**src/tos_pkg.sv**
```systemverilog
package tos_pkg;

  // ------------------------------------------------------------
  // source selection codes
  // ------------------------------------------------------------
  localparam int SEL_W = 4;
  localparam logic [SEL_W-1:0] SRC_HSYNC = 4'h0;
  localparam logic [SEL_W-1:0] SRC_HBLANK = 4'h1;
  localparam logic [SEL_W-1:0] SRC_VSYNC = 4'h2;
  localparam logic [SEL_W-1:0] SRC_VBLANK = 4'h3;
  localparam logic [SEL_W-1:0] SRC_FSYNC = 4'h4;
  localparam logic [SEL_W-1:0] SRC_FDIGITAL = 4'h5;
  localparam logic [SEL_W-1:0] SRC_DISPEN = 4'h6;
  localparam logic [SEL_W-1:0] SRC_CADENCE = 4'h7;
  localparam logic [SEL_W-1:0] SRC_AVFSYNC = 4'h8;
  localparam logic [SEL_W-1:0] SRC_USER1 = 4'h9;
  localparam logic [SEL_W-1:0] SRC_USER2 = 4'hA;
  localparam logic [SEL_W-1:0] SRC_USER3 = 4'hB;
  localparam logic [SEL_W-1:0] SRC_USER4 = 4'hC;
  localparam int NUM_SRC = 13;

  // ------------------------------------------------------------
  // outputs, standard field, register map
  // ------------------------------------------------------------
  localparam int NUM_OUT = 4;
  localparam int STD_W = 6;
  localparam logic [STD_W-1:0] STD_NONE = 6'h00;
  localparam int ADDR_W = 4;
  localparam int DATA_W = 8;
  // one select register per output at SEL_BASE + index
  localparam logic [ADDR_W-1:0] SEL_BASE = 4'h0;
  localparam logic [ADDR_W-1:0] DRIVE_ADDR = 4'h4;
  localparam logic [ADDR_W-1:0] STD_ADDR = 4'h5;
  localparam logic [ADDR_W-1:0] STATUS_ADDR = 4'h6;
  localparam logic [DATA_W-1:0] READ_ZERO = 8'h00;
  localparam logic [NUM_OUT-1:0] DRIVE_RST = 4'h0;
  localparam logic [STD_W-1:0] STD_RST = 6'h00;
  localparam logic [NUM_OUT*SEL_W-1:0] SEL_RST =
    {SRC_FSYNC, SRC_VBLANK, SRC_VSYNC, SRC_HBLANK};

endpackage

```
**src/tos_out_cell.sv**
```systemverilog
// one timing output: source mux, registered level and enable
module tos_out_cell (
  input wire logic sys_clk,
  input wire logic rst_n,
  input wire logic clkEn,
  input wire logic [tos_pkg::NUM_SRC-1:0] srcBus,
  input wire logic [tos_pkg::SEL_W-1:0] srcSel,
  input wire logic outEnable,
  output logic pinOut,
  output logic pinOe
);

  // ------------------------------------------------------------
  // selection
  // ------------------------------------------------------------
  // codes beyond the last source select a quiet low level
  logic selValid;
  logic selLevel;
  assign selValid = 32'(srcSel) < tos_pkg::NUM_SRC;
  assign selLevel = selValid ? srcBus[srcSel] : 1'b0;

  // registered, so a reselection cannot glitch the pin
  logic pinOut_reg;
  logic pinOe_reg;
  always_ff @(posedge sys_clk or negedge rst_n) begin
    if (!rst_n) begin
      pinOut_reg <= 1'b0;
      pinOe_reg <= 1'b0;
    end else if (clkEn) begin
      pinOut_reg <= selLevel;
      pinOe_reg <= outEnable;
    end
  end
  assign pinOut = pinOut_reg;
  assign pinOe = pinOe_reg;
endmodule

```
**src/tos_timing_out.sv**
```systemverilog
// ------------------------------------------------------------
// Contract
// - Each output can be routed from any one of the thirteen sources.
// - Output two carries horizontal blanking after reset.
// - Output three carries vertical sync after reset.
// - Output four carries vertical blanking after reset.
// - Output five carries field sync after reset.
// - All outputs float while the video standard field is zero.
// - Each output has a high/low drive setting that resets to low.
// ------------------------------------------------------------
//
// Decided for this implementation: the register offsets and the strobed register port.
module tos_timing_out (
  input wire logic sys_clk,
  input wire logic rst_n,
  input wire logic clkEn,
  input wire logic [tos_pkg::ADDR_W-1:0] regAddr,
  input wire logic [tos_pkg::DATA_W-1:0] regWdata,
  input wire logic regWr,
  input wire logic regRd,
  output logic [tos_pkg::DATA_W-1:0] regRdata,
  input wire logic hSync,
  input wire logic hBlank,
  input wire logic vSync,
  input wire logic vBlank,
  input wire logic fieldSync,
  input wire logic fieldDigital,
  input wire logic displayEnable,
  input wire logic cadenceId,
  input wire logic audioVideoFrameSync,
  input wire logic [3:0] userTiming,
  output logic [tos_pkg::NUM_OUT-1:0] timingOut,
  output logic [tos_pkg::NUM_OUT-1:0] timingOe,
  output logic [tos_pkg::NUM_OUT-1:0] driveHigh
);

  // ------------------------------------------------------------
  // source bus, ordered by selection code
  // ------------------------------------------------------------
  logic [tos_pkg::NUM_SRC-1:0] srcBus;
  assign srcBus = {userTiming, audioVideoFrameSync, cadenceId,
                   displayEnable, fieldDigital, fieldSync, vBlank,
                   vSync, hBlank, hSync};

  // ------------------------------------------------------------
  // register decode
  // ------------------------------------------------------------
  localparam int SW = tos_pkg::SEL_W;
  localparam int SELS_W = tos_pkg::NUM_OUT * SW;
  logic [SELS_W-1:0] sel_reg;
  logic [SELS_W-1:0] sel_next;
  logic [tos_pkg::NUM_OUT-1:0] drive_reg;
  logic [tos_pkg::NUM_OUT-1:0] drive_next;
  logic [tos_pkg::STD_W-1:0] std_reg;
  logic [tos_pkg::STD_W-1:0] std_next;
  logic [tos_pkg::DATA_W-1:0] rdata_reg;
  logic [tos_pkg::DATA_W-1:0] rdata_next;
  logic [tos_pkg::NUM_OUT-1:0] selHit;
  logic driveHit;
  logic stdHit;
  logic outEnable;

  assign driveHit = regWr && regAddr == tos_pkg::DRIVE_ADDR;
  assign stdHit = regWr && regAddr == tos_pkg::STD_ADDR;
  assign drive_next = driveHit ? regWdata[tos_pkg::NUM_OUT-1:0]
                               : drive_reg;
  assign std_next = stdHit ? regWdata[tos_pkg::STD_W-1:0] : std_reg;
  // no standard chosen means every pin floats
  assign outEnable = std_reg != tos_pkg::STD_NONE;

  // per-output select registers and output cells
  genvar g;
  generate
    for (g = 0; g < tos_pkg::NUM_OUT; g++) begin : gOut
      assign selHit[g] = regWr &&
        regAddr == tos_pkg::SEL_BASE + tos_pkg::ADDR_W'(g);
      assign sel_next[g*SW +: SW] = selHit[g] ?
        regWdata[SW-1:0] : sel_reg[g*SW +: SW];
      tos_out_cell uCell (
        .sys_clk(sys_clk),
        .rst_n(rst_n),
        .clkEn(clkEn),
        .srcBus(srcBus),
        .srcSel(sel_reg[g*SW +: SW]),
        .outEnable(outEnable),
        .pinOut(timingOut[g]),
        .pinOe(timingOe[g])
      );
    end
  endgenerate

  // read mux; unmapped addresses read zero
  logic [tos_pkg::DATA_W-1:0] rdMux;
  logic [tos_pkg::ADDR_W-1:0] rdIdx;
  assign rdIdx = regAddr - tos_pkg::SEL_BASE;
  assign rdMux =
    (regAddr < tos_pkg::DRIVE_ADDR) ?
      tos_pkg::DATA_W'(sel_reg[rdIdx[1:0]*SW +: SW]) :
    (regAddr == tos_pkg::DRIVE_ADDR) ? tos_pkg::DATA_W'(drive_reg) :
    (regAddr == tos_pkg::STD_ADDR) ? tos_pkg::DATA_W'(std_reg) :
    (regAddr == tos_pkg::STATUS_ADDR) ?
      tos_pkg::DATA_W'({timingOe, timingOut}) :
    tos_pkg::READ_ZERO;
  assign rdata_next = regRd ? rdMux : tos_pkg::READ_ZERO;

  // ------------------------------------------------------------
  // state
  // ------------------------------------------------------------
  // reset defaults give each pin its usual timing signal
  always_ff @(posedge sys_clk or negedge rst_n) begin
    if (!rst_n) begin
      sel_reg <= tos_pkg::SEL_RST;
      drive_reg <= tos_pkg::DRIVE_RST;
      std_reg <= tos_pkg::STD_RST;
      rdata_reg <= tos_pkg::READ_ZERO;
    end else if (clkEn) begin
      sel_reg <= sel_next;
      drive_reg <= drive_next;
      std_reg <= std_next;
      rdata_reg <= rdata_next;
    end
  end
  assign regRdata = rdata_reg;
  assign driveHigh = drive_reg;
endmodule

```
**config.mk**
```make
export PLATFORM = sky130hd
export DESIGN_NAME = tos_timing_out
export DESIGN_NICKNAME = d
export VERILOG_FILES = /design/src/tos_pkg.sv /design/src/tos_out_cell.sv /design/src/tos_timing_out.sv
export SDC_FILE = /design/constraint.sdc
export NUM_CORES = 1
export LEC_CHECK = 0
export ABC_CLOCK_PERIOD_IN_PS = 3400
export BUFFER_PORTS_ARGS = -buffer_cell sky130_fd_sc_hd__buf_2
export CAP_MARGIN = 20
export CORE_ASPECT_RATIO = 0.9
export CORE_MARGIN = 1.5
export CORE_UTILIZATION = 51
export CTS_CLUSTER_DIAMETER = 50
export DETAILED_ROUTE_END_ITERATION = 10
export PLACE_DENSITY = 0.79
export SLEW_MARGIN = 25
export SYNTH_ARGS = -nofsm -noshare
export SYNTH_HDL_FRONTEND = slang
export SYNTH_HIERARCHICAL = 1
export SYNTH_SLANG_ARGS = --single-unit
```
**constraint.sdc**
```tcl
create_clock -name sys_clk -period 3.4 [get_ports sys_clk]
set_clock_uncertainty 0.1 [all_clocks]
set_input_delay 0.68 -clock sys_clk [delete_from_list [all_inputs] [get_ports sys_clk]]
set_output_delay 0.68 -clock sys_clk [all_outputs]
set_load 0.05 [all_outputs]
```
After elaboration in Yosys (flattened, before gate mapping)
Index checks and enable logic that the tools add are counted.
{"block": "op_classes", "n_shift": 1, "mux": 17, "n_eq_ne": 6, "reduce_logical": 14, "order_cmp": 9}
{"cell": "2-to-1 mux 8 bit", "count": 5}
{"cell": "less-than comparator 4 x 5 -> 1 bit, second input constant", "count": 4}
{"cell": "binary-select mux 1 bit (select 4 bit)", "count": 4}
{"cell": "less-than comparator 4 bit, second input constant", "count": 4}
{"cell": "variable part select 16 x 5 -> 4 bit", "count": 1}
{"cell": "== test 4 x 3 -> 1 bit, second input constant", "count": 3}
{"cell": "AND reduction 2 bit", "count": 6}
{"cell": "== test 4 x 2 -> 1 bit, second input constant", "count": 2}
{"cell": "2-to-1 mux 1 bit", "count": 8}
{"cell": "logical AND 1 bit", "count": 6}
{"cell": "nonzero test 6 bit", "count": 1}
{"cell": "== test 4 x 1 -> 1 bit, second input constant", "count": 1}
{"cell": "logical NOT 4 bit", "count": 1}
{"cell": "less-than comparator 4 x 3 -> 1 bit, second input constant", "count": 1}
{"block": "totals", "wordCells": 59, "reg_bits": 39}

Logic depth before layout (Yosys ltp)
Gate-level depths: netlist of run 1.
{"block": "depth", "ltp_word": 6, "depth_mapped": 6}

Cells and area by module
The synthesis of run 1 kept the hierarchy.
{"mod": "tos_timing_out", "cells_per_inst": 131, "instances": 1, "area_each_um2": 1712.9}
{"mod": "tos_out_cell", "cells_per_inst": 19, "instances": 4, "area_each_um2": 214.0}

Worst setup path after synthesis of run 1
Ideal clock, no wire load.
{"block": "synth_timing", "kind": "input port to flip-flop", "from": "in regAddr[2] in the netlist's numbering", "to": "reg sel_reg[12]", "slack_ns": 1.567, "arrival_time_ns": 1.608, "required_ns": 3.175, "stages": 5, "cell_sequence": "buf_6 nor3_2 and3_1 buf_6 mux2_4"}
{"block": "synth_between", "elab_chain_cells": 3}
{"element": "from (decl)", "line_no": "tos_timing_out.sv:17", "text": "input wire logic [tos_pkg::ADDR_W-1:0] regAddr,"}
{"element": "== test 4 x 2 -> 1 bit", "line_no": "tos_timing_out.sv:76", "text": "regAddr == tos_pkg::SEL_BASE + tos_pkg::ADDR_W'(g);"}
{"element": "logical AND 1 bit", "line_no": "tos_timing_out.sv:75", "text": "assign selHit[g] = regWr &&"}
{"element": "AND reduction 2 bit (no line)"}
{"element": "to (signal assigned)", "line_no": "tos_timing_out.sv:112", "text": "sel_reg <= tos_pkg::SEL_RST;"}
{"element": "to (signal assigned)", "line_no": "tos_timing_out.sv:117", "text": "sel_reg <= sel_next;"}
{"element": "to (decl)", "line_no": "tos_timing_out.sv:50", "text": "logic [SELS_W-1:0] sel_reg;"}
Every way passes these cells.
A chain may end at the register's enable or synchronous reset.

Worst setup path after layout of run 1
{"block": "layout_timing", "from": "in regAddr[0] in the netlist's numbering", "to": "reg std_reg[1] in the netlist's numbering"}
{"block": "layout_between", "elab_chain_cells": 3}
{"element": "== test 4 x 3 -> 1 bit", "line_no": "tos_timing_out.sv:64", "text": "assign stdHit = regWr && regAddr == tos_pkg::STD_ADDR;"}
{"element": "logical AND 1 bit", "line_no": "tos_timing_out.sv:64"}
{"element": "AND reduction 2 bit (no line)"}
{"element": "to (signal assigned)", "line_no": "tos_timing_out.sv:114", "text": "std_reg <= tos_pkg::STD_RST;"}
{"element": "to (signal assigned)", "line_no": "tos_timing_out.sv:119", "text": "std_reg <= std_next;"}
{"element": "to (decl)", "line_no": "tos_timing_out.sv:54", "text": "logic [tos_pkg::STD_W-1:0] std_reg;"}
Every way passes these cells.

==> results of run 1 <==
[synth_stat cells, drive strengths merged (5+ instances only)]
library cell,number,area (um^2)
nand2,18,67.6
o2bb2ai,6,52.6
mux2,34,435
dfstp,5,131
nor3,6,35.0
inv,9,33.8
nand3,5,25.0
mux2i,28,280
buf,11,120
dfrtp,37,926
and3,5,51.3
[per-layer routing]
layer / vias up / track usage, % / wire length, um
met2: 46 / 34.1 / 2650
met5: - / 0 / 0
met1: 900 / 30.6 / 2720
met3: 9 / 4.44 / 267
met4: 0 / 7.88 / 96
li1: 862 / - / -
[where the power goes]
group	internal [mW]	switching, mW
logic	0.228	0.313
registers	0.603	0.122
clock network	0.313	0.171
[per-stage QoR]
| stage | std cells | utilization [%] | hold slack, ns | total power [mW] |
|---|---|---|---|---|
| after detailed placement | 308 | 57.2 | 0.373 | 1.27 |
| after floorplan | 207 | - | 0.284 | 1.13 |
| after CTS | 316 | 60.1 | 0.393 | 1.76 |
| after global routing | 316 | 60.1 | 0.424 | 1.83 |
| after global placement | 308 | 57.2 | 0.372 | 1.26 |
| final | 316 | 60.1 | 0.390 | 1.75 |
[worst max path at each step]
stage	cells after the start	slack, ns	startpoint	to
global placement	4	1.08	regAddr[0]	std_reg[1]$_DFFE_PN0P_
global route	5	1.30	clkEn	sel_reg[15]$_DFFE_PN0P_
finish	4	1.35	regAddr[0]	std_reg[1]$_DFFE_PN0P_
detailed placement	4	1.07	regAddr[0]	std_reg[1]$_DFFE_PN0P_
floorplan	5	1.57	regAddr[2]	sel_reg[12]$_DFFE_PN0P_
CTS	4	1.38	regAddr[0]	std_reg[0]$_DFFE_PN0P_
[layout make-up]
class	instances	area (um^2)
Fill cell	395	1930
Sequential cell	42	1060
Tap cell	65	81.3
Clock buffer	6	82.6
Timing Repair Buffer	47	235
Clock inverter	2	60.1
Multi-Input combinational cell	145	1360
Inverter	9	33.8
[logic make-up (layout without fill, tap and decap cells)]
family	Yosys count	in the layout	synth area share, %
and+or+nand+nor	49	49	11.5
muxes	66	66	32.0
buffers and inverters	20	64	5.99
DFF	42	42	41.2
AOI/OAI and AO/OA	30	30	9.35
[worst max-delay path: stages]
cell     delay (ns)
buf_2          0.38
nor2b_4        0.28
and3b_1        0.44
mux2_4         0.34
==> impl_metrics.toml, run 1 <==
[worst_setup_path]
cp-end-kind = "flip-flop"
critPathLaunchType = "input pin"
arrival_ns = 2.13
reg2reg_depth = 3
required_ns = 3.48
crit_type = "in -> reg"
critPathMaxFanout = 16
rr_startpoint = "sel_reg[0]$_DFFE_PN1P_"
r2r_slack_ns = 1.66
r2r_end = "gOut[0].uCell/pinOut$_DFFE_PN0P_"

[grt]
grt_overflow = 0
grt_pass1_vias = 1841
grt_pass1_wl_mm = 9.20
grt_max_degree = 43
grtUsageTotal_pct = 22.0
antenna_found_initial = 0

[clock_network]
htreeDepth = 2
cts_root_buffer = "clkbuf_8"
ctsHoldBuffers = 0
cts_made_buffers = 5
post_cts_resize_count = 0
clk_pin_slew_ns = 0.08
cts_setup_buffers = 0
cts_tree = "yes"
cts.sinks = 42
cts_buffer_depth = 2
clk_latency_ns = 0.30

[synthesis]
synth_edf_count = 0
ys_async_sr_fraction_pct = 100
avgSynthCellArea_um2 = 12.4
ys.flop_type = "dfrtp_1"
ys_seq_area_share_pct = 41.2
synth_fp_nets = 237
syn-instance-count = 207
synth_area_um2 = 2570
ys_seq_elements = 42
ys_types = 31
yosysWarningCount = 6

[route]
drc = 0
drtIter0Drc = 159
ant_nets = 0
drt-total-wl_mm = 5.73
via_per_inst = 5.75
vias = 1817
wl_per_cell_um = 18.1
first_pass_iters = 4

[die]
core_um2 = 4830
start_util_pct = 53.1
fp.dieH_um = 70.3
io_pins = 50
die-area_um2 = 5470
chipWidth_um = 77.8
core.rowCount = 24

[place]
place_ws_ns = 1.07
io_buffers = 47
place_area_um2 = 2770
place_congestion = 0.895
dp_hpwl_mm = 4.15

[sta]
setup_viol = 0
worstMarginPinSlew_ns = 0.916
hold_viol_final = 0
period_needed_ns = 2.05
tns_ns = 0
rsz0062_at_grt = "no"
slew_headroom_pct = 38.9
finalMaxSlewViolations = 0
worst_slack_ns = 1.35
fin_crit_sh_pct = 60.3
max_freq_mhz = 488

[layout]
fin_area_um2 = 2910
largest_reg_flops = 16
area_growth_pct = 13.2
final_common_cell = "buf_2"
mostFrequentLayoutCells = "buf_2 (47), dfrtp_1 (37), mux2i_1 (28), mux2_2 (20), nand2_1 (18)"
antenna_cells = 0
nNetsFinal = 280
layout-drive-gt1-share_pct = 40.6

[min_path]
hold_end = "regRdata[3]$_DFFE_PN0P_"
hold_depth = 1
hp-start = "regRdata[3]$_DFFE_PN0P_"
hold_path.class = "reg -> reg"

[status]
status = "finished, final reports clean"

[power_and_ir_drop]
irDropWorstVdd_mv = 0.438
cellPowerDensity_nw_per_um2 = 602
power_leakage_nw = 1.35

[flow_run]
maxCapViolCount = 0
(Power assumes the default switching activity.)
==> run 2: changes to the inputs <==
- ABC_CLOCK_PERIOD_IN_PS: 3400 -> 2100
- clock period: 3.4 -> 2.1 ns (I/O delays scaled with it)
==> impl_metrics.toml, run 2 (synthesis gave the netlist of run 1 again) <==
[status]
status = "finished, final reports clean"

[die]
die-area_um2 = 5470
start_util_pct = 53.1
core_um2 = 4830
fp.dieH_um = 70.3
core.rowCount = 24
chipWidth_um = 77.8
io_pins = 50

[sta]
period_needed_ns = 1.70
tns_ns = 0
rsz0062_at_grt = "no"
fin_crit_sh_pct = 80.9
finalMaxSlewViolations = 0
max_freq_mhz = 589
hold_viol_final = 0
worstMarginPinSlew_ns = 0.532
setup_viol = 0
slew_headroom_pct = 64.5

[clock_network]
clk_latency_ns = 0.29
cts.sinks = 42
cts_made_buffers = 5
post_cts_resize_count = 0
cts_root_buffer = "clkbuf_8"
cts_setup_buffers = 0
clk_pin_slew_ns = 0.07
htreeDepth = 2
cts_tree = "yes"
cts_buffer_depth = 2
ctsHoldBuffers = 0

[layout]
layout-drive-gt1-share_pct = 40.4
largest_reg_flops = 16
final_common_cell = "buf_2"
fill_cells = 414
nNetsFinal = 284
area_growth_pct = 11.9
utilization_pct = 59.5
antenna_cells = 0
seq_area_um2 = 1060
multiInputGateArea_um2 = 1360
mostFrequentLayoutCells = "buf_2 (47), dfrtp_1 (37), mux2i_1 (28), mux2_2 (20), nand2_1 (18)"

[place]
place_congestion = 0.831
io_buffers = 47
dp_hpwl_mm = 4.21

[power_and_ir_drop]
cellPowerDensity_nw_per_um2 = 887
power_leakage_nw = 1.34
irDropWorstVdd_mv = 0.499

[worst_setup_path]
required_ns = 2.17
critPathLaunchType = "flip-flop"
cp-end-kind = "flip-flop"
critPathMaxFanout = 8
arrival_ns = 1.77
crit_type = "reg -> reg"

[grt]
grt_pass1_vias = 1854
grt_overflow = 0
grtUsageTotal_pct = 22.9
grt_max_degree = 43
grt_pass1_wl_mm = 9.65
antenna_found_initial = 0

[route]
via_per_inst = 5.93
drtIter0Drc = 164
vias = 1899
drt-total-wl_mm = 5.73
ant_nets = 0
first_pass_iters = 4
drc = 0
wl_per_cell_um = 17.9

[min_path]
hold_path.class = "in -> async"

[flow_run]
maxCapViolCount = 0
[run 2: changes by cell type in the layout (fill, tap and decap cells not counted), sizes merged]
cell    previous run  this run
buf               47        51
bufinv             2         0
clkbuf             6         8
[run 2: layer usage]
layer	wire length [um]	share of wire (%)	GRT usage [%]
met5	0	0	0
met4	58	1.0	6.26
met3	211	3.7	4.97
met2	2730	48	35.8
met1	2730	48	32.1
[run 2: final cells by class]
cell class	count	area share, %
Multi-Input combinational cell	145	47.2
Sequential cell	42	36.8
Timing Repair Buffer	51	9.23
Tap cell	65	2.83
Clock buffer	8	2.79
Inverter	9	1.17
[run 2: worst max-delay path: stages (launching register included)]
cell     delay [ns]
dfstp_2        0.63
mux4_1         0.60
mux2i_1        0.15
a31oi_1        0.10
[run 2: final timing paths]
path	startpoint	end	slack, ns	depth (start not counted)
worst min register to register	regRdata[1]$_DFFE_PN0P_	regRdata[1]$_DFFE_PN0P_	0.39	1
min in group sys_clk	regWdata[4]	std_reg[4]$_DFFE_PN0P_	0.25	2
worst max-delay path	sel_reg[0]$_DFFE_PN1P_	gOut[0].uCell/pinOut$_DFFE_PN0P_	0.40	3
max in group asynchronous	rst_n	sel_reg[5]$_DFFE_PN1P_	1.44	2
worst max register to register	sel_reg[0]$_DFFE_PN1P_	gOut[0].uCell/pinOut$_DFFE_PN0P_	0.40	3
worst min-delay path	rst_n	regRdata[6]$_DFFE_PN0P_	0.07	2
[run 2: report_power, final]
part,leakage (nW),internal (mW),switching [mW]
Clock,0.0395,0.236,0.261
Sequential,0.514,0.977,0.199
Combinational,0.785,0.374,0.504
[run 2: per-stage QoR]
step / power, mW / instance area (um^2) / cells / hold WS (ns) / worst slack, ns
after floorplan: 1.84 / 2570 / 207 / 0.0244 / 0.492
after global placement: 2.04 / 2800 / 312 / 0.370 / 0.347
after detailed placement: 2.06 / 2800 / 312 / 0.369 / 0.345
after CTS: 2.56 / 2880 / 320 / 0.0868 / 0.400
after global routing: 2.67 / 2880 / 320 / 0.112 / 0.352
final: 2.55 / 2880 / 320 / 0.0706 / 0.402
==> run 3: changes to the inputs <==
- ABC_AREA: not set -> 1
- ABC_CLOCK_PERIOD_IN_PS: 2100 -> 1350
- PLACE_DENSITY: 0.79 -> 0.81
- clock period: 2.1 -> 1.35 ns (I/O delays scaled with it)
==> impl_metrics.toml, run 3 <==
[route]
first_pass_iters = 5
via_per_inst = 5.06
drt-total-wl_mm = 7.35
ant_nets = 0
wl_per_cell_um = 12.8
vias = 2908
drtIter0Drc = 192
drc = 0

[sta]
hold_viol_final = 0
worstMarginPinSlew_ns = 0.257
worst_slack_ns = -0.0519
max_freq_mhz = 713
rsz0062_at_grt = "yes"
finalMaxSlewViolations = 0
slew_headroom_pct = 82.9
setup_viol = 3
period_needed_ns = 1.40
tns_ns = -0.134
fin_crit_sh_pct = 104

[layout]
mostFrequentLayoutCells = "nand2_1 (182), inv_1 (64), buf_2 (36), nand3_1 (35), dfrtp_1 (35)"
multiInputGateArea_um2 = 1440
seq_area_um2 = 1060
area_growth_pct = 23.3
fill_cells = 455
fin_area_um2 = 3450
nNetsFinal = 537
instances_no_fill = 575
largest_reg_flops = 16
layout-drive-gt1-share_pct = 25.6
antenna_cells = 0
final_common_cell = "nand2_1"
utilization_pct = 65.6

[worst_setup_path]
slowest_delay_ns = 0.60
crit_type = "reg -> reg"
crit_top_cell = "nand2_1"
cp-end-kind = "flip-flop"
critPathLaunchType = "flip-flop"
arrival_ns = 1.50
required_ns = 1.44
crit_chain = "inv_4, or2_0, nand2_1, nand2_1, nand2_1, nand2_1, nand3_2, nand2_2"
critPathMaxFanout = 6
crit_slowest_cell = "dfstp_2"

[synthesis]
synth_fp_nets = 468
ys_types = 23
syn-instance-count = 438
ys_seq_area_share_pct = 37.8
synth_area_um2 = 2790
synth_common_cells = "nand2_1 (192), inv_1 (68), nand3_1 (42)"
ys.flop_type = "dfrtp_1"
ys_seq_elements = 42
synth_top_area_share_pct = 33.1
synth.most_common_cell = "nand2_1"
yosysTopAreaCell = "dfrtp_1"
synth_edf_count = 0
yosys-top-cells-area = "dfrtp_1 (33%), nand2_1 (26%), inv_1 (9.1%)"
ys_async_sr_fraction_pct = 100
yosysWarningCount = 6
avgSynthCellArea_um2 = 6.38

[die]
fp.dieH_um = 73.2
die-area_um2 = 5930
start_util_pct = 53.2
io_pins = 50
core.rowCount = 25
chipWidth_um = 81.0
core_um2 = 5260

[clock_network]
cts_tree = "yes"
clk_pin_slew_ns = 0.08
cts_root_buffer = "clkbuf_8"
htreeDepth = 2
cts_buffer_depth = 2
clk_latency_ns = 0.30
cts.sinks = 42
cts_made_buffers = 5

[grt]
grt_pass1_wl_mm = 11.8
grtUsageTotal_pct = 26.1
grt_overflow = 0
grt_max_degree = 43
grt_pass1_vias = 2586
antenna_found_initial = 0

[status]
status = "complete, but fails checks"
failed_checks = "negative setup slack"

[power_and_ir_drop]
irDropWorstVdd_mv = 0.754
total_power_mw = 4.15
cellPowerDensity_nw_per_um2 = 1200
power_leakage_nw = 1.94

[place]
place_area_um2 = 3200
dpl.cell_count = 564
dp_hpwl_mm = 5.42
place_congestion = 0.933
io_buffers = 47

[flow_run]
maxCapViolCount = 0

[min_path]
hold_path.class = "in -> reg"
-- run 3: per-stage QoR --
step / hold WS, ns / setup slack (ns)
finish: 0.120 / -0.0519
global route: 0.121 / -0.157
CTS: 0.114 / -0.0413
detailed placement: 0.159 / -0.0512
global placement: 0.155 / -0.0187
floorplan: -0.126 / -0.0108
-- run 3: report_power, final --
group | total (mW) | switching, mW | internal, mW
clock network | 0.829 | 0.417 | 0.413
registers | 1.72 | 0.241 | 1.48
logic | 1.60 | 1.01 | 0.590
-- run 3: routing by layer --
| layer | wire [um] | share of wire, % | vias to the layer above | global-route usage [%] |
|---|---|---|---|---|
| met5 | 0 | 0 | - | 0 |
| met4 | 90 | 1.2 | 0 | 7.28 |
| met3 | 416 | 5.7 | 11 | 3.88 |
| met2 | 3450 | 47 | 91 | 41.3 |
| met1 | 3390 | 46 | 1348 | 37.1 |
| li1 | - | - | 1458 | - |
-- run 3: cell families after synthesis --
family / count (synthesis) / share of synthesized area, %
DFF: 42 / 37.8
and+or+nand+nor: 277 / 42.3
buffers and inverters: 86 / 13.6
AOI/OAI and AO/OA: 33 / 6.27
-- run 3: repair_timing --
| item | 4_1_cts | 5_1_grt |
|---|---|---|
| hold buffers | 1 | 0 |
| pin swaps | 0 | 32 |
| endpoints found under the hold margin | 37 | 0 |
| endpoints found under the setup margin | 6 | 18 |
| resized for setup | 4 | 41 |
| setup buffers | 0 | 2 |
-- run 3: final cells by class --
cell class | instances | area share (%)
multi-input cells | 310 | 41.8
flip-flops and latches | 42 | 30.8
repair buffers | 70 | 13.6
inverters | 78 | 8.79
clock buffers | 7 | 2.51
well taps | 67 | 2.43
clock inverters | 1 | 0.145
-- run 3: path summary, 6_finish.rpt --
path,from,end,slack [ns],depth (start not counted)
min in group asynchronous,rst_n,gOut[3].uCell/pinOe$_DFFE_PN0P_,0.37,3
max reg2reg,sel_reg[8]$_DFFE_PN1P_,gOut[2].uCell/pinOut$_DFFE_PN0P_,-0.05,8
max in group asynchronous,rst_n,sel_reg[0]$_DFFE_PN1P_,0.51,3
min,regWdata[5],std_reg[5]$_DFFE_PN0P_,0.12,3
max,sel_reg[8]$_DFFE_PN1P_,gOut[2].uCell/pinOut$_DFFE_PN0P_,-0.05,8
min reg2reg,regRdata[4]$_DFFE_PN0P_,regRdata[4]$_DFFE_PN0P_,0.38,2
-- run 3: critical path: cells and delay by family (launching register included) --
kind	cells	cell delay (ns)
buf+inv	1	0.06
flops	1	0.60
simple gates	7	0.55
